### src/logic/fes_pkg.sv
/*
 * Package for the flash erase/status host controller: register map of the
 * controller's own AXI4-Lite slave, flash command codes, status bit positions
 * and bus cycle timing counts.
 * Assumes a 40 MHz aclk and a 16-bit flash module with two byte lanes.
 */
package fes_pkg;
    // Own register offsets (byte addresses).
    localparam logic [7:0] REG_CTRL = 8'h00;
    localparam logic [7:0] REG_ADDR = 8'h04;
    localparam logic [7:0] REG_DATA = 8'h08;
    localparam logic [7:0] REG_STATUS = 8'h0c;
    localparam logic [7:0] REG_RDATA = 8'h10;
    // Control register fields.
    localparam int CTRL_GO_BIT = 0;
    localparam int CTRL_OP_LSB = 1;
    localparam logic [31:0] CTRL_RESET = 32'h0000_0000;
    // Status register fields.
    localparam int ST_BUSY_BIT = 0;
    localparam int ST_FAIL_BIT = 1;
    localparam int ST_TIMER_BIT = 2;
    localparam int ST_REFUSED_BIT = 3;
    localparam int ST_DONE_BIT = 4;
    // Flash status bit positions per byte lane.
    localparam int POLL_BIT = 7;
    localparam int TOGGLE_BIT = 6;
    localparam int LIMIT_BIT = 5;
    localparam int TIMER_BIT = 3;
    localparam int LANE_W = 8;
    // Flash command bytes, doubled onto both lanes.
    localparam logic [7:0] CMD_UNLOCK1 = 8'haa;
    localparam logic [7:0] CMD_UNLOCK2 = 8'h55;
    localparam logic [7:0] CMD_ERASE = 8'h80;
    localparam logic [7:0] CMD_PROGRAM = 8'ha0;
    localparam logic [7:0] CMD_SECTOR = 8'h30;
    localparam logic [7:0] CMD_CHIP = 8'h10;
    localparam logic [7:0] CMD_RESET = 8'hf0;
    localparam logic [20:0] ADDR_555 = 21'h00_0555;
    localparam logic [20:0] ADDR_2AA = 21'h00_02aa;
    // Timing.
    localparam int CLK_PERIOD_NS = 25;
    localparam int WE_PULSE_NS = 50;
    localparam int READ_ACC_NS = 150;
    localparam int RESET_PULSE_NS = 500;
    localparam int SECTOR_GAP_US = 50;
    localparam logic [3:0] WE_CYCLES = 4'((WE_PULSE_NS + CLK_PERIOD_NS - 1) / CLK_PERIOD_NS);
    localparam logic [3:0] READ_CYCLES = 4'((READ_ACC_NS + CLK_PERIOD_NS - 1) / CLK_PERIOD_NS);
    localparam logic [4:0] RESET_CYCLES = 5'((RESET_PULSE_NS + CLK_PERIOD_NS - 1) / CLK_PERIOD_NS);
    localparam logic [11:0] SECTOR_GAP_CYCLES = 12'((SECTOR_GAP_US * 1000) / CLK_PERIOD_NS);
    // Operations requested through the control register.
    typedef enum logic [2:0] {
        FES_OP_READ, FES_OP_PROGRAM, FES_OP_SECTOR, FES_OP_ADD_SECTOR,
        FES_OP_CHIP, FES_OP_RESET, FES_OP_STATUS
    } fes_op_t;
endpackage : fes_pkg

### src/logic/fes_bus_if.sv
/*
 * Interface carrying one flash bus cycle request from the sequencer to the
 * pin driver and the answer back.
 * Assumes both ends share aclk.
 */
`timescale 1ns/1ps
`default_nettype none
interface fes_bus_if;
    logic req;
    logic wr;
    logic [20:0] addr;
    logic [15:0] wdata;
    logic ack;
    logic [15:0] rdata;
    modport seq (output req, output wr, output addr, output wdata, input ack, input rdata);
    modport drv (input req, input wr, input addr, input wdata, output ack, output rdata);
endinterface : fes_bus_if
`default_nettype wire

### src/logic/fes_host_ctrl.sv
/*
 * Host controller for an asynchronous flash module: takes program, erase,
 * reset and status orders over AXI4-Lite, writes the command sequences and
 * watches the timing limit and erase timer flags on both byte lanes.
 * Assumes one 16-bit flash module of two byte-wide devices driven in step.
 */
// Summary of operation
// - After the flag, host writes the reset command to return to read; the controller sets fail and leaves this to a reset order.
// - Host may skip the timer check only if gaps stay under 50 us.
// - Host confirms acceptance by polling or toggle bit, then reads timer.
// - Host reads timer before and after each added sector erase; the controller skips the after-check once timer_seen is set.
// - Timer high at the after-check means command possibly not accepted.
// - Sector erase ends with 30, chip erase with 10.
`timescale 1ns/1ps
`default_nettype none
module fes_host_ctrl
    import fes_pkg::*;
(
    // Clock and reset.
    input wire logic aclk,
    input wire logic aresetn,
    // AXI4-Lite write address and data.
    input wire logic [7:0] s_axi_awaddr,
    input wire logic s_axi_awvalid,
    output logic s_axi_awready,
    input wire logic [31:0] s_axi_wdata,
    input wire logic [3:0] s_axi_wstrb,
    input wire logic s_axi_wvalid,
    output logic s_axi_wready,
    // AXI4-Lite write response.
    output logic [1:0] s_axi_bresp,
    output logic s_axi_bvalid,
    input wire logic s_axi_bready,
    // AXI4-Lite read.
    input wire logic [7:0] s_axi_araddr,
    input wire logic s_axi_arvalid,
    output logic s_axi_arready,
    output logic [31:0] s_axi_rdata,
    output logic [1:0] s_axi_rresp,
    output logic s_axi_rvalid,
    input wire logic s_axi_rready,
    // Flash pins.
    output logic [20:0] fl_addr,
    output logic fl_ce_n,
    output logic fl_oe_n,
    output logic fl_we_n,
    output logic fl_reset_n,
    output logic [15:0] fl_dq_o,
    output logic fl_dq_oe,
    input wire logic [15:0] fl_dq_i
);
    typedef enum logic [3:0] {
        FES_IDLE, FES_HWRST, FES_WRITE, FES_PRECHK, FES_POLL1, FES_POLL2, FES_TIMER, FES_FINISH
    } fes_state_t;

    fes_bus_if bus ();
    fes_state_t state;
    logic [31:0] ctrl;
    logic [20:0] addr_reg;
    logic [15:0] data_reg;
    logic [15:0] rdata_reg;
    logic busy, fail, timer_seen, refused, done;
    logic [2:0] step;
    logic [2:0] last_step;
    logic [4:0] rst_cnt;
    logic [15:0] prev_read;
    logic start;
    fes_op_t op;

    // Doubles a command byte onto both device lanes.
    function automatic logic [15:0] both_lanes(input logic [7:0] b);
        return {b, b};
    endfunction : both_lanes

    // True when a status bit is set in either lane.
    function automatic logic lane_bit(input logic [15:0] d, input int pos);
        return d[pos] | d[pos + LANE_W];
    endfunction : lane_bit

    // AXI4-Lite write slave.
    logic aw_have, w_have;
    logic [7:0] aw_addr;
    logic [31:0] w_data;
    logic [3:0] w_strb;
    assign s_axi_awready = !aw_have && !s_axi_bvalid;
    assign s_axi_wready = !w_have && !s_axi_bvalid;
    assign s_axi_bresp = 2'b00;
    assign s_axi_rresp = 2'b00;
    wire wr_fire = aw_have && w_have && !s_axi_bvalid;
    assign start = wr_fire && aw_addr == REG_CTRL && w_strb[0] && w_data[CTRL_GO_BIT] && !busy;
    assign op = fes_op_t'(w_data[CTRL_OP_LSB +: 3]);

    always_ff @(posedge aclk) begin
        if (!aresetn) begin
            aw_have <= 1'b0;
            w_have <= 1'b0;
            aw_addr <= 8'h00;
            w_data <= 32'h0000_0000;
            w_strb <= 4'h0;
            s_axi_bvalid <= 1'b0;
        end else begin
            if (s_axi_awvalid && s_axi_awready) begin
                aw_have <= 1'b1;
                aw_addr <= s_axi_awaddr;
            end
            if (s_axi_wvalid && s_axi_wready) begin
                w_have <= 1'b1;
                w_data <= s_axi_wdata;
                w_strb <= s_axi_wstrb;
            end
            if (wr_fire) begin
                aw_have <= 1'b0;
                w_have <= 1'b0;
                s_axi_bvalid <= 1'b1;
            end else if (s_axi_bready) begin
                s_axi_bvalid <= 1'b0;
            end
        end
    end

    always_ff @(posedge aclk) begin
        if (!aresetn) begin
            ctrl <= CTRL_RESET;
            addr_reg <= 21'h00_0000;
            data_reg <= 16'h0000;
        end else if (wr_fire && !busy) begin
            case (aw_addr)
                REG_CTRL: ctrl <= w_data;
                REG_ADDR: addr_reg <= w_data[20:0];
                REG_DATA: data_reg <= w_data[15:0];
                default: ;
            endcase
        end
    end

    // AXI4-Lite read slave; unmapped offsets read as zero.
    assign s_axi_arready = !s_axi_rvalid;
    always_ff @(posedge aclk) begin
        if (!aresetn) begin
            s_axi_rvalid <= 1'b0;
            s_axi_rdata <= 32'h0000_0000;
        end else if (s_axi_arvalid && s_axi_arready) begin
            s_axi_rvalid <= 1'b1;
            case (s_axi_araddr)
                REG_CTRL: s_axi_rdata <= ctrl;
                REG_ADDR: s_axi_rdata <= {11'h000, addr_reg};
                REG_DATA: s_axi_rdata <= {16'h0000, data_reg};
                REG_STATUS: s_axi_rdata <= {27'h000_0000, done, refused, timer_seen, fail, busy};
                REG_RDATA: s_axi_rdata <= {16'h0000, rdata_reg};
                default: s_axi_rdata <= 32'h0000_0000;
            endcase
        end else if (s_axi_rready) begin
            s_axi_rvalid <= 1'b0;
        end
    end

    // Command sequence table: step index to address and data.
    logic [20:0] seq_addr;
    logic [15:0] seq_data;
    fes_op_t cur_op;
    always_comb begin
        seq_addr = ADDR_555;
        seq_data = both_lanes(CMD_UNLOCK1);
        case (step)
            3'd0: seq_data = both_lanes(CMD_UNLOCK1);
            3'd1: begin
                seq_addr = ADDR_2AA;
                seq_data = both_lanes(CMD_UNLOCK2);
            end
            3'd2: seq_data = both_lanes(cur_op == FES_OP_PROGRAM ? CMD_PROGRAM : CMD_ERASE);
            3'd3: seq_data = both_lanes(CMD_UNLOCK1);
            3'd4: begin
                seq_addr = ADDR_2AA;
                seq_data = both_lanes(CMD_UNLOCK2);
            end
            default: begin
                seq_addr = (cur_op == FES_OP_CHIP) ? ADDR_555 : addr_reg;
                if (cur_op == FES_OP_PROGRAM) begin
                    seq_addr = addr_reg;
                    seq_data = data_reg;
                end else if (cur_op == FES_OP_CHIP) begin
                    seq_data = both_lanes(CMD_CHIP);
                end else if (cur_op == FES_OP_RESET) begin
                    seq_data = both_lanes(CMD_RESET);
                end else begin
                    seq_data = both_lanes(CMD_SECTOR);
                end
            end
        endcase
    end

    // Added sector commands skip straight to the final cycle of the sequence.
    wire [2:0] first_step = (op == FES_OP_ADD_SECTOR || op == FES_OP_RESET) ? 3'd5 : 3'd0;

    assign bus.wr = (state == FES_WRITE);
    assign bus.req = (state == FES_WRITE) || (state == FES_PRECHK) || (state == FES_POLL1)
        || (state == FES_POLL2) || (state == FES_TIMER);
    assign bus.addr = (state == FES_WRITE) ? seq_addr : addr_reg;
    assign bus.wdata = seq_data;
    assign last_step = 3'd5;

    wire limit_hit = lane_bit(bus.rdata, LIMIT_BIT);
    wire timer_hit = lane_bit(bus.rdata, TIMER_BIT);
    wire toggling = (bus.rdata[TOGGLE_BIT] != prev_read[TOGGLE_BIT])
        || (bus.rdata[TOGGLE_BIT + LANE_W] != prev_read[TOGGLE_BIT + LANE_W]);
    wire is_erase = (cur_op == FES_OP_SECTOR) || (cur_op == FES_OP_ADD_SECTOR);

    always_ff @(posedge aclk) begin
        if (!aresetn) begin
            state <= FES_IDLE;
            cur_op <= FES_OP_READ;
            step <= 3'd0;
            busy <= 1'b0;
            fail <= 1'b0;
            timer_seen <= 1'b0;
            refused <= 1'b0;
            done <= 1'b0;
            rst_cnt <= 5'h00;
            prev_read <= 16'h0000;
            rdata_reg <= 16'h0000;
            fl_reset_n <= 1'b1;
        end else begin
            case (state)
                FES_IDLE: begin
                    if (start) begin
                        busy <= 1'b1;
                        done <= 1'b0;
                        refused <= 1'b0;
                        cur_op <= op;
                        step <= first_step;
                        if (op == FES_OP_READ || op == FES_OP_STATUS) begin
                            state <= FES_POLL1;
                        end else if (op == FES_OP_ADD_SECTOR) begin
                            state <= FES_PRECHK;
                        end else if (op == FES_OP_RESET && w_data[CTRL_OP_LSB + 3]) begin
                            state <= FES_HWRST;
                            rst_cnt <= RESET_CYCLES;
                            fl_reset_n <= 1'b0;
                        end else begin
                            state <= FES_WRITE;
                        end
                    end
                end
                FES_HWRST: begin
                    if (rst_cnt > 5'h01) begin
                        rst_cnt <= rst_cnt - 5'h01;
                    end else begin
                        fl_reset_n <= 1'b1;
                        fail <= 1'b0;
                        timer_seen <= 1'b0;
                        state <= FES_FINISH;
                    end
                end
                FES_PRECHK: begin
                    if (bus.ack) begin
                        // Erase already started: further sector commands are pointless.
                        if (timer_hit) begin
                            refused <= 1'b1;
                            state <= FES_FINISH;
                        end else begin
                            state <= FES_WRITE;
                        end
                    end
                end
                FES_WRITE: begin
                    if (bus.ack) begin
                        if (step == last_step) begin
                            if (cur_op == FES_OP_RESET) begin
                                fail <= 1'b0;
                                timer_seen <= 1'b0;
                                state <= FES_FINISH;
                            end else begin
                                state <= FES_POLL1;
                            end
                        end else if (cur_op == FES_OP_PROGRAM && step == 3'd2) begin
                            step <= last_step;
                        end else begin
                            step <= step + 3'd1;
                        end
                    end
                end
                FES_POLL1: begin
                    if (bus.ack) begin
                        prev_read <= bus.rdata;
                        rdata_reg <= bus.rdata;
                        if (cur_op == FES_OP_READ || cur_op == FES_OP_STATUS) begin
                            state <= FES_FINISH;
                        end else begin
                            state <= FES_POLL2;
                        end
                    end
                end
                FES_POLL2: begin
                    if (bus.ack) begin
                        prev_read <= bus.rdata;
                        rdata_reg <= bus.rdata;
                        if (!toggling) begin
                            state <= FES_FINISH;
                        end else if (limit_hit) begin
                            fail <= 1'b1;
                            state <= FES_FINISH;
                        end else if (is_erase && !timer_seen) begin
                            state <= FES_TIMER;
                        end
                    end
                end
                FES_TIMER: begin
                    if (bus.ack) begin
                        // Keeps the toggle comparison between two consecutive reads.
                        prev_read <= bus.rdata;
                        rdata_reg <= bus.rdata;
                        if (timer_hit) begin
                            timer_seen <= 1'b1;
                            if (cur_op == FES_OP_ADD_SECTOR) begin
                                refused <= 1'b1;
                            end
                            state <= FES_POLL2;
                        end else begin
                            // Window still open: hand back so software may add sectors.
                            state <= FES_FINISH;
                        end
                    end
                end
                FES_FINISH: begin
                    busy <= 1'b0;
                    done <= 1'b1;
                    state <= FES_IDLE;
                end
                default: state <= FES_IDLE;
            endcase
        end
    end

    fes_pin_drv u_drv (
        .aclk(aclk),
        .aresetn(aresetn),
        .bus(bus.drv),
        .fl_addr(fl_addr),
        .fl_ce_n(fl_ce_n),
        .fl_oe_n(fl_oe_n),
        .fl_we_n(fl_we_n),
        .fl_dq_o(fl_dq_o),
        .fl_dq_oe(fl_dq_oe),
        .fl_dq_i(fl_dq_i)
    );

    a_fail_on_limit: assert property (@(posedge aclk) disable iff (!aresetn)
        (state == FES_POLL2 && bus.ack && toggling && limit_hit) |=> fail)
        else $error("limit flag not reported");
    a_fail_holds: assert property (@(posedge aclk) disable iff (!aresetn)
        (fail && !(state == FES_WRITE && cur_op == FES_OP_RESET) && state != FES_HWRST) |=> fail)
        else $error("fail cleared without reset");
    a_sector_code: assert property (@(posedge aclk) disable iff (!aresetn)
        (bus.req && bus.wr && step == 3'd5 && cur_op == FES_OP_SECTOR) |-> bus.wdata == 16'h3030)
        else $error("wrong sector erase code");
    a_chip_code: assert property (@(posedge aclk) disable iff (!aresetn)
        (bus.req && bus.wr && step == 3'd5 && cur_op == FES_OP_CHIP) |-> bus.wdata == 16'h1010)
        else $error("wrong chip erase code");
    a_chip_no_timer: assert property (@(posedge aclk) disable iff (!aresetn)
        (cur_op == FES_OP_CHIP) |-> state != FES_TIMER)
        else $error("timer checked on chip erase");
    a_add_prechk: assert property (@(posedge aclk) disable iff (!aresetn)
        (state == FES_IDLE && start && op == FES_OP_ADD_SECTOR) |=> state == FES_PRECHK)
        else $error("no check before added sector");
    a_refuse_late: assert property (@(posedge aclk) disable iff (!aresetn)
        (state == FES_TIMER && bus.ack && timer_hit && cur_op == FES_OP_ADD_SECTOR) |=> refused)
        else $error("late acceptance not flagged");
    a_reset_clears: assert property (@(posedge aclk) disable iff (!aresetn)
        (state == FES_WRITE && bus.ack && step == 3'd5 && cur_op == FES_OP_RESET) |=> !fail ##1 !busy)
        else $error("reset command did not clear fail");
endmodule : fes_host_ctrl
`default_nettype wire

### src/logic/fes_pin_drv.sv
/*
 * Flash pin driver: performs one timed write or read cycle on the flash pins.
 * Assumes the flash data pins are two-way and resolved outside.
 */
`timescale 1ns/1ps
`default_nettype none
module fes_pin_drv
    import fes_pkg::*;
(
    // Clock and reset.
    input wire logic aclk,
    input wire logic aresetn,
    // Request side.
    fes_bus_if.drv bus,
    // Flash pins.
    output logic [20:0] fl_addr,
    output logic fl_ce_n,
    output logic fl_oe_n,
    output logic fl_we_n,
    output logic [15:0] fl_dq_o,
    output logic fl_dq_oe,
    input wire logic [15:0] fl_dq_i
);
    typedef enum logic [1:0] {FES_D_IDLE, FES_D_ACT, FES_D_DONE} fes_drv_t;
    fes_drv_t state;
    logic [3:0] cnt;
    logic wr;

    always_ff @(posedge aclk) begin
        if (!aresetn) begin
            state <= FES_D_IDLE;
            cnt <= 4'h0;
            wr <= 1'b0;
            fl_addr <= 21'h00_0000;
            fl_ce_n <= 1'b1;
            fl_oe_n <= 1'b1;
            fl_we_n <= 1'b1;
            fl_dq_o <= 16'h0000;
            fl_dq_oe <= 1'b0;
            bus.rdata <= 16'h0000;
        end else begin
            case (state)
                FES_D_IDLE: begin
                    if (bus.req) begin
                        state <= FES_D_ACT;
                        wr <= bus.wr;
                        fl_addr <= bus.addr;
                        fl_dq_o <= bus.wdata;
                        fl_dq_oe <= bus.wr;
                        fl_ce_n <= 1'b0;
                        fl_we_n <= !bus.wr;
                        fl_oe_n <= bus.wr;
                        cnt <= bus.wr ? WE_CYCLES : READ_CYCLES;
                    end
                end
                FES_D_ACT: begin
                    if (cnt > 4'h1) begin
                        cnt <= cnt - 4'h1;
                    end else begin
                        if (!wr) begin
                            bus.rdata <= fl_dq_i;
                        end
                        fl_we_n <= 1'b1;
                        fl_oe_n <= 1'b1;
                        fl_ce_n <= 1'b1;
                        state <= FES_D_DONE;
                    end
                end
                FES_D_DONE: begin
                    fl_dq_oe <= 1'b0;
                    state <= FES_D_IDLE;
                end
                default: state <= FES_D_IDLE;
            endcase
        end
    end

    assign bus.ack = (state == FES_D_DONE);
endmodule : fes_pin_drv
`default_nettype wire

### config.mk
export PLATFORM = sky130hd
export DESIGN_NAME = fes_host_ctrl
export DESIGN_NICKNAME = d
export VERILOG_FILES = /design/src/logic/fes_pkg.sv /design/src/logic/fes_bus_if.sv /design/src/logic/fes_host_ctrl.sv /design/src/logic/fes_pin_drv.sv
export SDC_FILE = /design/constraint.sdc
export NUM_CORES = 1
export LEC_CHECK = 0
export BUFFER_PORTS_ARGS = -buffer_cell sky130_fd_sc_hd__buf_2
export CAP_MARGIN = 20
export CORE_MARGIN = 5
export CORE_UTILIZATION = 30
export DETAILED_ROUTE_END_ITERATION = 10
export PLACE_DENSITY = 0.55
export SYNTH_ARGS = -nofsm -noshare
export SYNTH_HDL_FRONTEND = slang
export SYNTH_SLANG_ARGS = --single-unit
### constraint.sdc
create_clock -name aclk -period 3.3 [get_ports aclk]
set_input_delay 0.66 -clock aclk [delete_from_list [all_inputs] [get_ports aclk]]
set_output_delay 0.66 -clock aclk [all_outputs]
set_load 0.1 [all_outputs]
=== Word-level counts from Yosys, hierarchy flattened ===
Index checks and enable logic that the tools add are counted.

* Flip-flop bits (word level): 247
* Output and inout port bits: 83
* Input bits: 75
* Word-level logic and storage cells: 253

* Mux-type cells: 85
* Reduce and logical (&&, ||, !) cells: 72
* Order comparisons: 2
* Add/sub/neg operators: 3
* Equal/unequal tests: 54
* Bitwise operators: 5

{| class="wikitable"
|+ Operators with widths
! operator !! number
|-
| 32-bit one-hot mux with 5 select lines || 1
|-
| 21-bit two-way mux || 3
|-
| 4-bit two-way mux || 13
|-
| 16-bit two-way mux || 3
|-
| 16-bit one-hot mux with 3 select lines || 1
|-
| 21-bit one-hot mux with 2 select lines || 1
|-
| 2-bit inequality test, second input constant || 20
|-
| 4-bit one-hot mux with 7 select lines || 1
|-
| 1-bit two-way mux || 27
|-
| 5-bit two-way mux || 5
|-
| 8-bit by 4-bit == test with 1-bit output, second input constant || 3
|-
| 3-bit two-way mux || 8
|-
| 3-bit == test, second input constant || 7
|-
| 2-bit AND reduction || 9
|-
| 4-bit by 3-bit == test with 1-bit output, second input constant || 4
|-
| 8-bit by 3-bit == test with 1-bit output, second input constant || 2
|-
| 8-bit zero test || 2
|-
| 3-bit by 2-bit == test with 1-bit output, second input constant || 5
|-
| 1-bit logical AND || 15
|-
| 2-bit two-way mux || 7
|-
| 1-bit one-hot mux with 2 select lines || 7
|-
| 7-bit AND reduction || 2
|-
| 2-bit nonzero test || 7
|-
| 6-bit AND reduction || 2
|-
| other kinds (34) || 66
|}

=== Logic depth before layout (Yosys ltp) ===
Gate-level depths: netlist of the first run.

* Word-level depth: 8
* Gate-level depth with buffers: 8
* Depth with buffers taken out: 7

=== Hierarchy ===
From an unflattened synthesis of the first run, not the netlist that was laid out.

* Cells, all modules: 1,302
* Area, all modules: 10,526.3 um^2

{| class="wikitable"
|+ Modules (own cells, without submodules)
! module !! seq. area each (um^2) !! times used !! area each (um^2) !! cells an instance
|-
| fes_host_ctrl || 3,643.5 || 1 || 8,064.0 || 1,011
|-
| fes_pin_drv || 1,281.2 || 1 || 2,462.4 || 291
|}

=== Worst setup path after synthesis of the first run ===
No wires, ideal clock.

* Path type: register -> register
* From: register s_axi_bvalid
* To: register w_data[10]
* Clock period less this slack: 3.121 ns
* Data required time: 3.230 ns
* Path buffers: 2
* Path slack: 0.179 ns
* Cell stages (with the launch flop): 7
* Library setup time: 0.070 ns
* Arrival time: 3.050 ns
* Cell sequence: dfxtp_1 -> nor2_1 -> and2_1 -> clkbuf_1 -> clkbuf_1 -> nand2_1 -> a21oi_1

* Cells in the longest elaborated chain, start to end: 3

{| class="wikitable"
|+ Ends and longest elaborated chain
! element !! RTL line !! RTL
|-
| from (decl) || fes_host_ctrl.sv:32 || <nowiki>output logic s_axi_bvalid,</nowiki>
|-
| from (signal assigned) || fes_host_ctrl.sv:100 || <nowiki>s_axi_bvalid <= 1'b0;</nowiki>
|-
| from (signal assigned) || fes_host_ctrl.sv:114 || <nowiki>s_axi_bvalid <= 1'b1;</nowiki>
|-
| from (signal assigned) || fes_host_ctrl.sv:116 || <nowiki>s_axi_bvalid <= 1'b0;</nowiki>
|-
| 1-bit zero test || fes_host_ctrl.sv:86 || <nowiki>assign s_axi_wready = !w_have && !s_axi_bvalid;</nowiki>
|-
| 1-bit logical AND || fes_host_ctrl.sv:86 ||
|-
| via s_axi_wready || fes_host_ctrl.sv:29 || <nowiki>output logic s_axi_wready,</nowiki>
|-
| 1-bit logical AND || fes_host_ctrl.sv:106 || <nowiki>if (s_axi_wvalid && s_axi_wready) begin</nowiki>
|-
| to (signal assigned) || fes_host_ctrl.sv:108 || <nowiki>w_data <= s_axi_wdata;</nowiki>
|-
| to (decl) || fes_host_ctrl.sv:83 || <nowiki>logic [31:0] w_data;</nowiki>
|}

The timed path passes the listed nets, and every way through them passes these cells.
A chain may end at the register's enable or synchronous reset.

=== Worst setup path in the final report of the first run ===
* From: register step[0]
* To: register u_drv.fl_addr[14]

* Cells in the longest elaborated chain, start to end: 4
* Elaborated cells between the ends (all ways): 9
* Classes of those cells: 4 x eq/ne; 2 x mux; 3 x reduce/logical

{| class="wikitable"
|+ Ends and longest elaborated chain
! element !! RTL line !! RTL
|-
| from (decl) || fes_host_ctrl.sv:63 || <nowiki>logic [2:0] step;</nowiki>
|-
| from (signal assigned) || fes_host_ctrl.sv:230 || <nowiki>step <= first_step;</nowiki>
|-
| from (signal assigned) || fes_host_ctrl.sv:276 || <nowiki>step <= last_step;</nowiki>
|-
| from (signal assigned) || fes_host_ctrl.sv:278 || <nowiki>step <= step + 3'd1;</nowiki>
|-
| 3-bit by 2-bit == test with 1-bit output, or another cell as far along || fes_host_ctrl.sv:164 || <nowiki>case (step)</nowiki>
|-
| 3-bit OR reduction (no line) / 2-bit OR reduction (equally long branches) || - ||
|-
| 21-bit one-hot mux with 2 select lines * || fes_host_ctrl.sv:164 ||
|-
| 21-bit two-way mux * || fes_host_ctrl.sv:198 || <nowiki>assign bus.addr = (state == FES_WRITE) ? seq_addr : addr_reg;</nowiki>
|-
| to (signal assigned) || fes_pin_drv.sv:47 || <nowiki>fl_addr <= bus.addr;</nowiki>
|-
| to (decl) || fes_pin_drv.sv:16 || <nowiki>output logic [20:0] fl_addr,</nowiki>
|}

Mark *: on every way between the ends. The rest lies on a longest branch, timed or not.

==> reports/summary.json, run 1 <==
{
  "floorplan.initialDensity_pct": 30.1,
  "clkTransAtPathRegs_ns": 0.06,
  "post-dp-hpwl_um": 21500,
  "ir_drop_uv": 407,
  "worst_hold_startpoint": "s_axi_wdata[5]",
  "avgRoutedWirePerCell_um": 17.0,
  "min_delay_path_depth": 3,
  "layout-drive-gt1-share_pct": 19.1,
  "placed_instance_count": 1717,
  "synthesis.area_per_instance_um2": 8.53,
  "post-route-period-util_pct": 81.0,
  "synth_top_cells_by_area": "dfxtp_1, nand2_1, mux2i_1, a21oi_1, nor2_1",
  "worst-r2r-cell-count": 6,
  "numCtsBuffers": 28,
  "multi_input_area_um2": 4720,
  "dr_total_vias": 8664,
  "worst_min_delay_path_category": "input port to flop",
  "cts_root_buf": "clkbuf_16",
  "crit_path_max_fanout": 10,
  "cts_tree": "done",
  "regToRegEndpoint": "u_drv.fl_addr[14]",
  "cp.required_ns": 3.80,
  "globalRouteOverflowTotal": 0,
  "post-cts-setup-buffer-count": 0,
  "floorplan.die_area_um2": 37200,
  "timing.critical_path.to_type": "flop",
  "power_switching_share_pct": 36.5,
  "power_frac_clock_pct": 35.9,
  "final_core_util_pct": 36.8,
  "totalNegativeSetupSlack_ns": 0,
  "skew_final_ns": 0.0245,
  "final_common_cell": "dfxtp_1",
  "setup.worst_path.class": "flop to flop",
  "max_freq_mhz": 374,
  "clock_insertion_delay_worst_skew_ns": 0.56,
  "timing.final.crit_period_ns": 2.67,
  "final-setup-viol-count": 0,
  "htree_num_levels": 1,
  "yosys_warnings": 0,
  "pleak_nw": 5.05,
  "power_switching_mw": 3.42,
  "post_layout_nonfiller_instances": 1772,
  "slew_violations": 0,
  "rr_startpoint": "step[0]",
  "die_h_um": 193,
  "worst_pin_slew_ns": 0.978,
  "sequential_cell_area_um2": 4920,
  "ff2ff_setup_slack_ns": 0.63,
  "synth.largest_area_cell": "dfxtp_1",
  "ys_dominant_reg_cell": "dfxtp_1",
  "portBuffers": 150,
  "vias_in_the_first_global_route": 8335,
  "post-synth-top-area-fraction_pct": 49.1,
  "boundaryPins": 158,
  "antenna_found_initial": 5,
  "timing.max_slew.rel_slack_pct": 34.0,
  "clk_path_buf_depth": 3,
  "globalplace.congestion": 0.821,
  "grt_start_max_net_pins": 88,
  "hold_violations": 0,
  "min_delay_worst_endpoint": "w_data[5]",
  "first_pass_grt_wire_length_um": 47100,
  "power.share.combinational_pct": 27.2,
  "areaGrowthSynthToFinish_pct": 22.2,
  "drt-total-wl_um": 30200,
  "ctsResizeCount": 0,
  "ys_seq_elements": 246,
  "detail_route.vias_per_cell": 4.89,
  "drtAntennaViolNets": 0,
  "syn-cell-area_um2": 10000,
  "power_internal_mw": 5.94,
  "critPathLaunchType": "flop",
  "floorplan.core_area_um2": 33300,
  "worst-endpoint-arrival_ns": 3.17,
  "ys_seq_area_share_pct": 49.1,
  "remaining_drc_errors": 0,
  "globalRouteTotalUtil_pct": 15.9,
  "synth-async-reset-ratio_pct": 0,
  "setup_repair_after_global_routing_missed_its_margin": "false",
  "drt-initial-drc-count": 617,
  "num_rows": 67,
  "result_of_the_run": "finished clean",
  "top_library_cells_by_usage_in_the_layout_fill_and_taps_aside": "dfxtp_1, nand2_1, a21oi_1, buf_2, nor2_1",
  "proportion_of_power_drawn_by_flip_flops_and_latches_pct": 36.9,
  "cts.sinks": 246,
  "num-nets-final": 1383,
  "cts_hold_buf": 0,
  "biggest_registers_after_layout": "ctrl x32, s_axi_rdata x32, w_data x32",
  "die_width_um": 193,
  "post_synth_inst_count": 1175,
  "drt_pre_antenna_iters": 5,
  "synth_enable_flop_cells": 0,
  "fillers": 3527,
  "maxCapViolations": 0,
  "power.density_cell_area_nw_per_um2": 764,
  "synth_cell_type_count": 65
}
-- stage by stage --
| step | setup slack, ns | power, mW | hold slack (ns) | cell area [um2] |
|---|---|---|---|---|
| floorplan | 0.179 | 5.47 | 0.431 | 10000 |
| global placement | 0.561 | 6.05 | 0.437 | 11200 |
| detailed placement | 0.541 | 6.07 | 0.443 | 11200 |
| CTS | 0.620 | 9.44 | 0.318 | 12200 |
| global route | 0.450 | 9.79 | 0.329 | 12200 |
| finish | 0.626 | 9.36 | 0.336 | 12200 |
-- power groups by stage --
stage	clock (mW)	combinational (mW)	sequential, mW
after floorplan	0	1.14	4.32
after global placement	0	2.54	3.51
after detailed placement	0	2.55	3.52
after CTS	3.43	2.56	3.45
after global routing	3.56	2.74	3.49
final	3.36	2.55	3.45
-- per-layer routing --
layer | vias up | track usage (%) | part of all wire, %
li1 | 4295 | - | -
met1 | 4091 | 21.6 | 45
met2 | 224 | 26.1 | 46
met3 | 50 | 3.00 | 6.0
met4 | 4 | 4.17 | 2.3
met5 | - | 0 | 0.070
-- how the worst max path moves through the flow --
stage / startpoint / end / cells past startpoint
2_1_floorplan: s_axi_bvalid / w_data[10] / 6
3_3_place_gp: s_axi_araddr[1] / s_axi_rdata[8] / 6
3_5_place_dp: s_axi_araddr[1] / s_axi_rdata[13] / 6
4_1_cts: step[0] / u_drv.fl_addr[14] / 6
5_1_grt: step[0] / u_drv.fl_addr[13] / 6
6_report: step[0] / u_drv.fl_addr[14] / 6
-- kinds of logic (layout without fill, tap and decap cells) --
logic type	Yosys count	after routing	share of synthesized area, %
simple gates	460	460	19.6
compound gates	274	274	16.7
flops	246	246	49.1
buf+inv	96	239	3.96
mux	83	83	8.94
fa+ha+maj	9	9	1.12
xor+xnor	6	6	0.524
other cells	1	7	0.0374
-- synthesized netlist by cell type (all sizes together), types with 15 or more instances --
cell type  instances
nor3              18
o21ai             41
dfxtp            246
nor2             150
a21oi            150
mux2i             76
nand2            219
buf               18
clkbuf            64
nand2b            15
-- worst max-delay path: stages, from the launching register on --
cell and delay [ns]:
dfxtp_1 0.48, inv_1 0.11, ha_1 0.24, mux2_2 0.34
o31ai_1 0.62, and3_1 0.61, a22o_1 0.23
-- area by class of cell --
| type | instances | share of cell area (%) |
|---|---|---|
| Multi-Input combinational cell | 836 | 38.5 |
| Clock buffer | 38 | 6.76 |
| Clock inverter | 14 | 1.66 |
| Timing Repair Buffer | 173 | 7.74 |
| Sequential cell | 246 | 40.2 |
| Antenna cell | 3 | 0.0613 |
| Inverter | 14 | 0.449 |
| Tap cell | 448 | 4.58 |
Power figures use the tool's default switching activity.
==> run 2: changes to the inputs <==
ABC_AREA = 1   (was default)
clock period = 2.6 ns   (was 3.3 ns; I/O delays follow)
==> reports/summary.json, run 2 <==
{
  "ir_drop_uv": 482,
  "post-synth-top-area-fraction_pct": 48.3,
  "layout-drive-gt1-share_pct": 17.1,
  "pleak_nw": 5.34,
  "drt_pre_antenna_iters": 5,
  "worst_hold_startpoint": "fl_dq_i[0]",
  "critical_path.slowest_cell": "buf_2",
  "ff2ff_setup_slack_ns": 0.63,
  "biggest_registers_after_layout": "ctrl x32, s_axi_rdata x32, w_data x32",
  "maxCapViolations": 0,
  "critical_path.cell_chain": "nor2_2 -> buf_2",
  "drt-initial-drc-count": 595,
  "min_delay_path_depth": 3,
  "cts_hold_buf": 0,
  "power_internal_mw": 7.20,
  "numCtsBuffers": 27,
  "floorplan.die_area_um2": 37800,
  "remaining_drc_errors": 0,
  "synthesis.area_per_instance_um2": 7.45,
  "worst_pin_slew_ns": 0.522,
  "diodes": 0,
  "num-nets-final": 1583,
  "antenna_found_initial": 0,
  "drt-total-wl_um": 30900,
  "avgRoutedWirePerCell_um": 15.7,
  "worst-endpoint-arrival_ns": 1.46,
  "globalplace.congestion": 0.859,
  "fillers": 3610,
  "floorplan.initialDensity_pct": 30.4,
  "worst_path_dominant_cell_family": "buffers and inverters",
  "first_pass_grt_wire_length_um": 48700,
  "timing.final.crit_period_ns": 1.98,
  "timing.max_slew.rel_slack_pct": 64.8,
  "min_delay_worst_endpoint": "u_drv.bus.rdata[0]",
  "vias_in_the_first_global_route": 8897,
  "final_common_cell": "dfxtp_1",
  "crit_path_max_fanout": 4,
  "portBuffers": 150,
  "detail_route.vias_per_cell": 4.77,
  "post-route-period-util_pct": 76.3,
  "regToRegEndpoint": "u_drv.fl_addr[19]",
  "buffers_plus_inverters_on_the_worst_setup_path": 1,
  "worst_min_delay_path_category": "input port to flop",
  "power_switching_mw": 4.51,
  "power_frac_clock_pct": 32.0,
  "power.share.combinational_pct": 29.8,
  "slew_violations": 0,
  "worst-r2r-cell-count": 8,
  "critPathLaunchType": "flop",
  "yosys.cell_count.top_type": "dfxtp_1",
  "skew_final_ns": 0.0133,
  "max_freq_mhz": 504,
  "synth.largest_area_cell": "dfxtp_1",
  "cp.required_ns": 2.08,
  "proportion_of_power_drawn_by_flip_flops_and_latches_pct": 38.2,
  "rr_startpoint": "step[0]",
  "num_rows": 67,
  "cell_area_after_placement_um2": 11400,
  "die_h_um": 194,
  "cts_root_buf": "clkbuf_16",
  "power_switching_share_pct": 38.5,
  "totalNegativeSetupSlack_ns": 0,
  "ctsResizeCount": 0,
  "drtAntennaViolNets": 0,
  "syn-cell-area_um2": 10200,
  "synth.cells.most_frequent": "dfxtp_1, o21ai_0, nand2_1",
  "globalRouteOverflowTotal": 0,
  "final-setup-viol-count": 0,
  "cts_tree": "done",
  "die_width_um": 194,
  "post-route-cell-area_um2": 12300,
  "areaGrowthSynthToFinish_pct": 20.4,
  "ys_dominant_reg_cell": "dfxtp_1",
  "setup.worst_path.class": "flop to output pin",
  "result_of_the_run": "finished clean",
  "power.density_cell_area_nw_per_um2": 954,
  "synth_enable_flop_cells": 0,
  "post-cts-setup-buffer-count": 0,
  "hold_violations": 0,
  "boundaryPins": 158,
  "htree_num_levels": 1,
  "synth-async-reset-ratio_pct": 0,
  "post_synth_inst_count": 1369,
  "yosys_warnings": 0,
  "ys_seq_elements": 246,
  "clkTransAtPathRegs_ns": 0.06,
  "worst_path_largest_cell_delay_ns": 0.44,
  "top_library_cells_by_usage_in_the_layout_fill_and_taps_aside": "dfxtp_1, o21ai_0, nand2_1, nor2_1, a21oi_1",
  "setup_repair_after_global_routing_missed_its_margin": "false",
  "timing.critical_path.to_type": "output pin",
  "synth_cell_type_count": 41,
  "globalRouteTotalUtil_pct": 15.6,
  "floorplan.core_area_um2": 33500,
  "cts.sinks": 246,
  "ys_seq_area_share_pct": 48.3,
  "synth_top_cells_by_area": "dfxtp_1, o21ai_0, a21oi_1, nand2_1, nor2_1",
  "clock_insertion_delay_worst_skew_ns": 0.54,
  "post-dp-hpwl_um": 22900,
  "grt_start_max_net_pins": 80,
  "clk_path_buf_depth": 3,
  "dr_total_vias": 9366
}
[run 2: cell count changes after synthesis, moves of 15 or more]
cell,before,now
nand2_1,219,188
mux2i_1,76,0
o21ai_0,41,225
nor2_1,148,186
buf_2,5,21
nand2b_1,15,0
nand3_1,13,92
a21oi_1,150,168
inv_1,13,89
clkbuf_1,64,41
[run 2: cells by family (layout without fill, tap and decap cells)]
kind of cell | count (synthesis) | in the layout | share of synthesized area, %
simple gates | 506 | 506 | 21.6
other cells | 1 | 4 | 0.0368
buf+inv | 178 | 322 | 7.41
flops | 246 | 246 | 48.3
compound gates | 425 | 425 | 21.2
xor+xnor | 4 | 4 | 0.344
fa+ha+maj | 9 | 9 | 1.10
[run 2: power by group through the flow]
| stage | clock, mW | sequential (mW) | combinational, mW |
|---|---|---|---|
| after CTS | 3.84 | 4.48 | 3.51 |
| after floorplan | 0 | 5.57 | 1.77 |
| after global routing | 3.99 | 4.54 | 3.82 |
| final | 3.74 | 4.48 | 3.49 |
| after global placement | 0 | 4.56 | 3.46 |
| after detailed placement | 0 | 4.56 | 3.50 |
[run 2: worst max-delay path by stage]
stage	from	end	slack (ns)	depth (start not counted)
4_1_cts	w_have	s_axi_wready	0.59	2
5_1_grt	step[0]	u_drv.fl_addr[18]	0.39	9
6_report	w_have	s_axi_wready	0.62	2
3_3_place_gp	s_axi_araddr[1]	s_axi_rdata[10]	0.47	8
2_1_floorplan	s_axi_rvalid	s_axi_rdata[22]	0.006	6
3_5_place_dp	s_axi_araddr[1]	s_axi_rdata[10]	0.45	8
[run 2: stage by stage]
step	utilization (%)	power, mW	hold WS, ns	setup slack [ns]	cells
6_report	36.6	11.7	0.212	0.615	1964
5_1_grt	36.6	12.3	0.211	0.395	1964
4_1_cts	36.6	11.8	0.192	0.585	1964
3_5_place_dp	34.0	8.06	0.446	0.448	1918
3_3_place_gp	34.0	8.02	0.432	0.471	1918
2_1_floorplan	-	7.34	0.437	0.00569	1372
[run 2: layout make-up]
type,count,area (um2),area share [%]
clock buffer,39,801,6.52
clock inverter,7,70.1,0.571
tap,448,561,4.56
timing repair buffer,176,998,8.13
multi-input combinational,948,4540,37.0
sequential,246,4920,40.1
inverter,100,383,3.12
[run 2: tightest hold or removal path, delay by kind of cell]
family | cells | cell delay (ns)
and+or+nand+nor | 2 | 0.11
buffers and inverters | 1 | 0.08
[run 2: routing by layer]
| metal | vias to the layer above | GRT usage, % | share of wire, % |
|---|---|---|---|
| met5 | - | 0 | 0 |
| met4 | 0 | 3.96 | 2.3 |
| met3 | 44 | 2.63 | 5.5 |
| met2 | 264 | 24.9 | 44 |
| li1 | 4803 | - | - |
| met1 | 4255 | 22.2 | 48 |
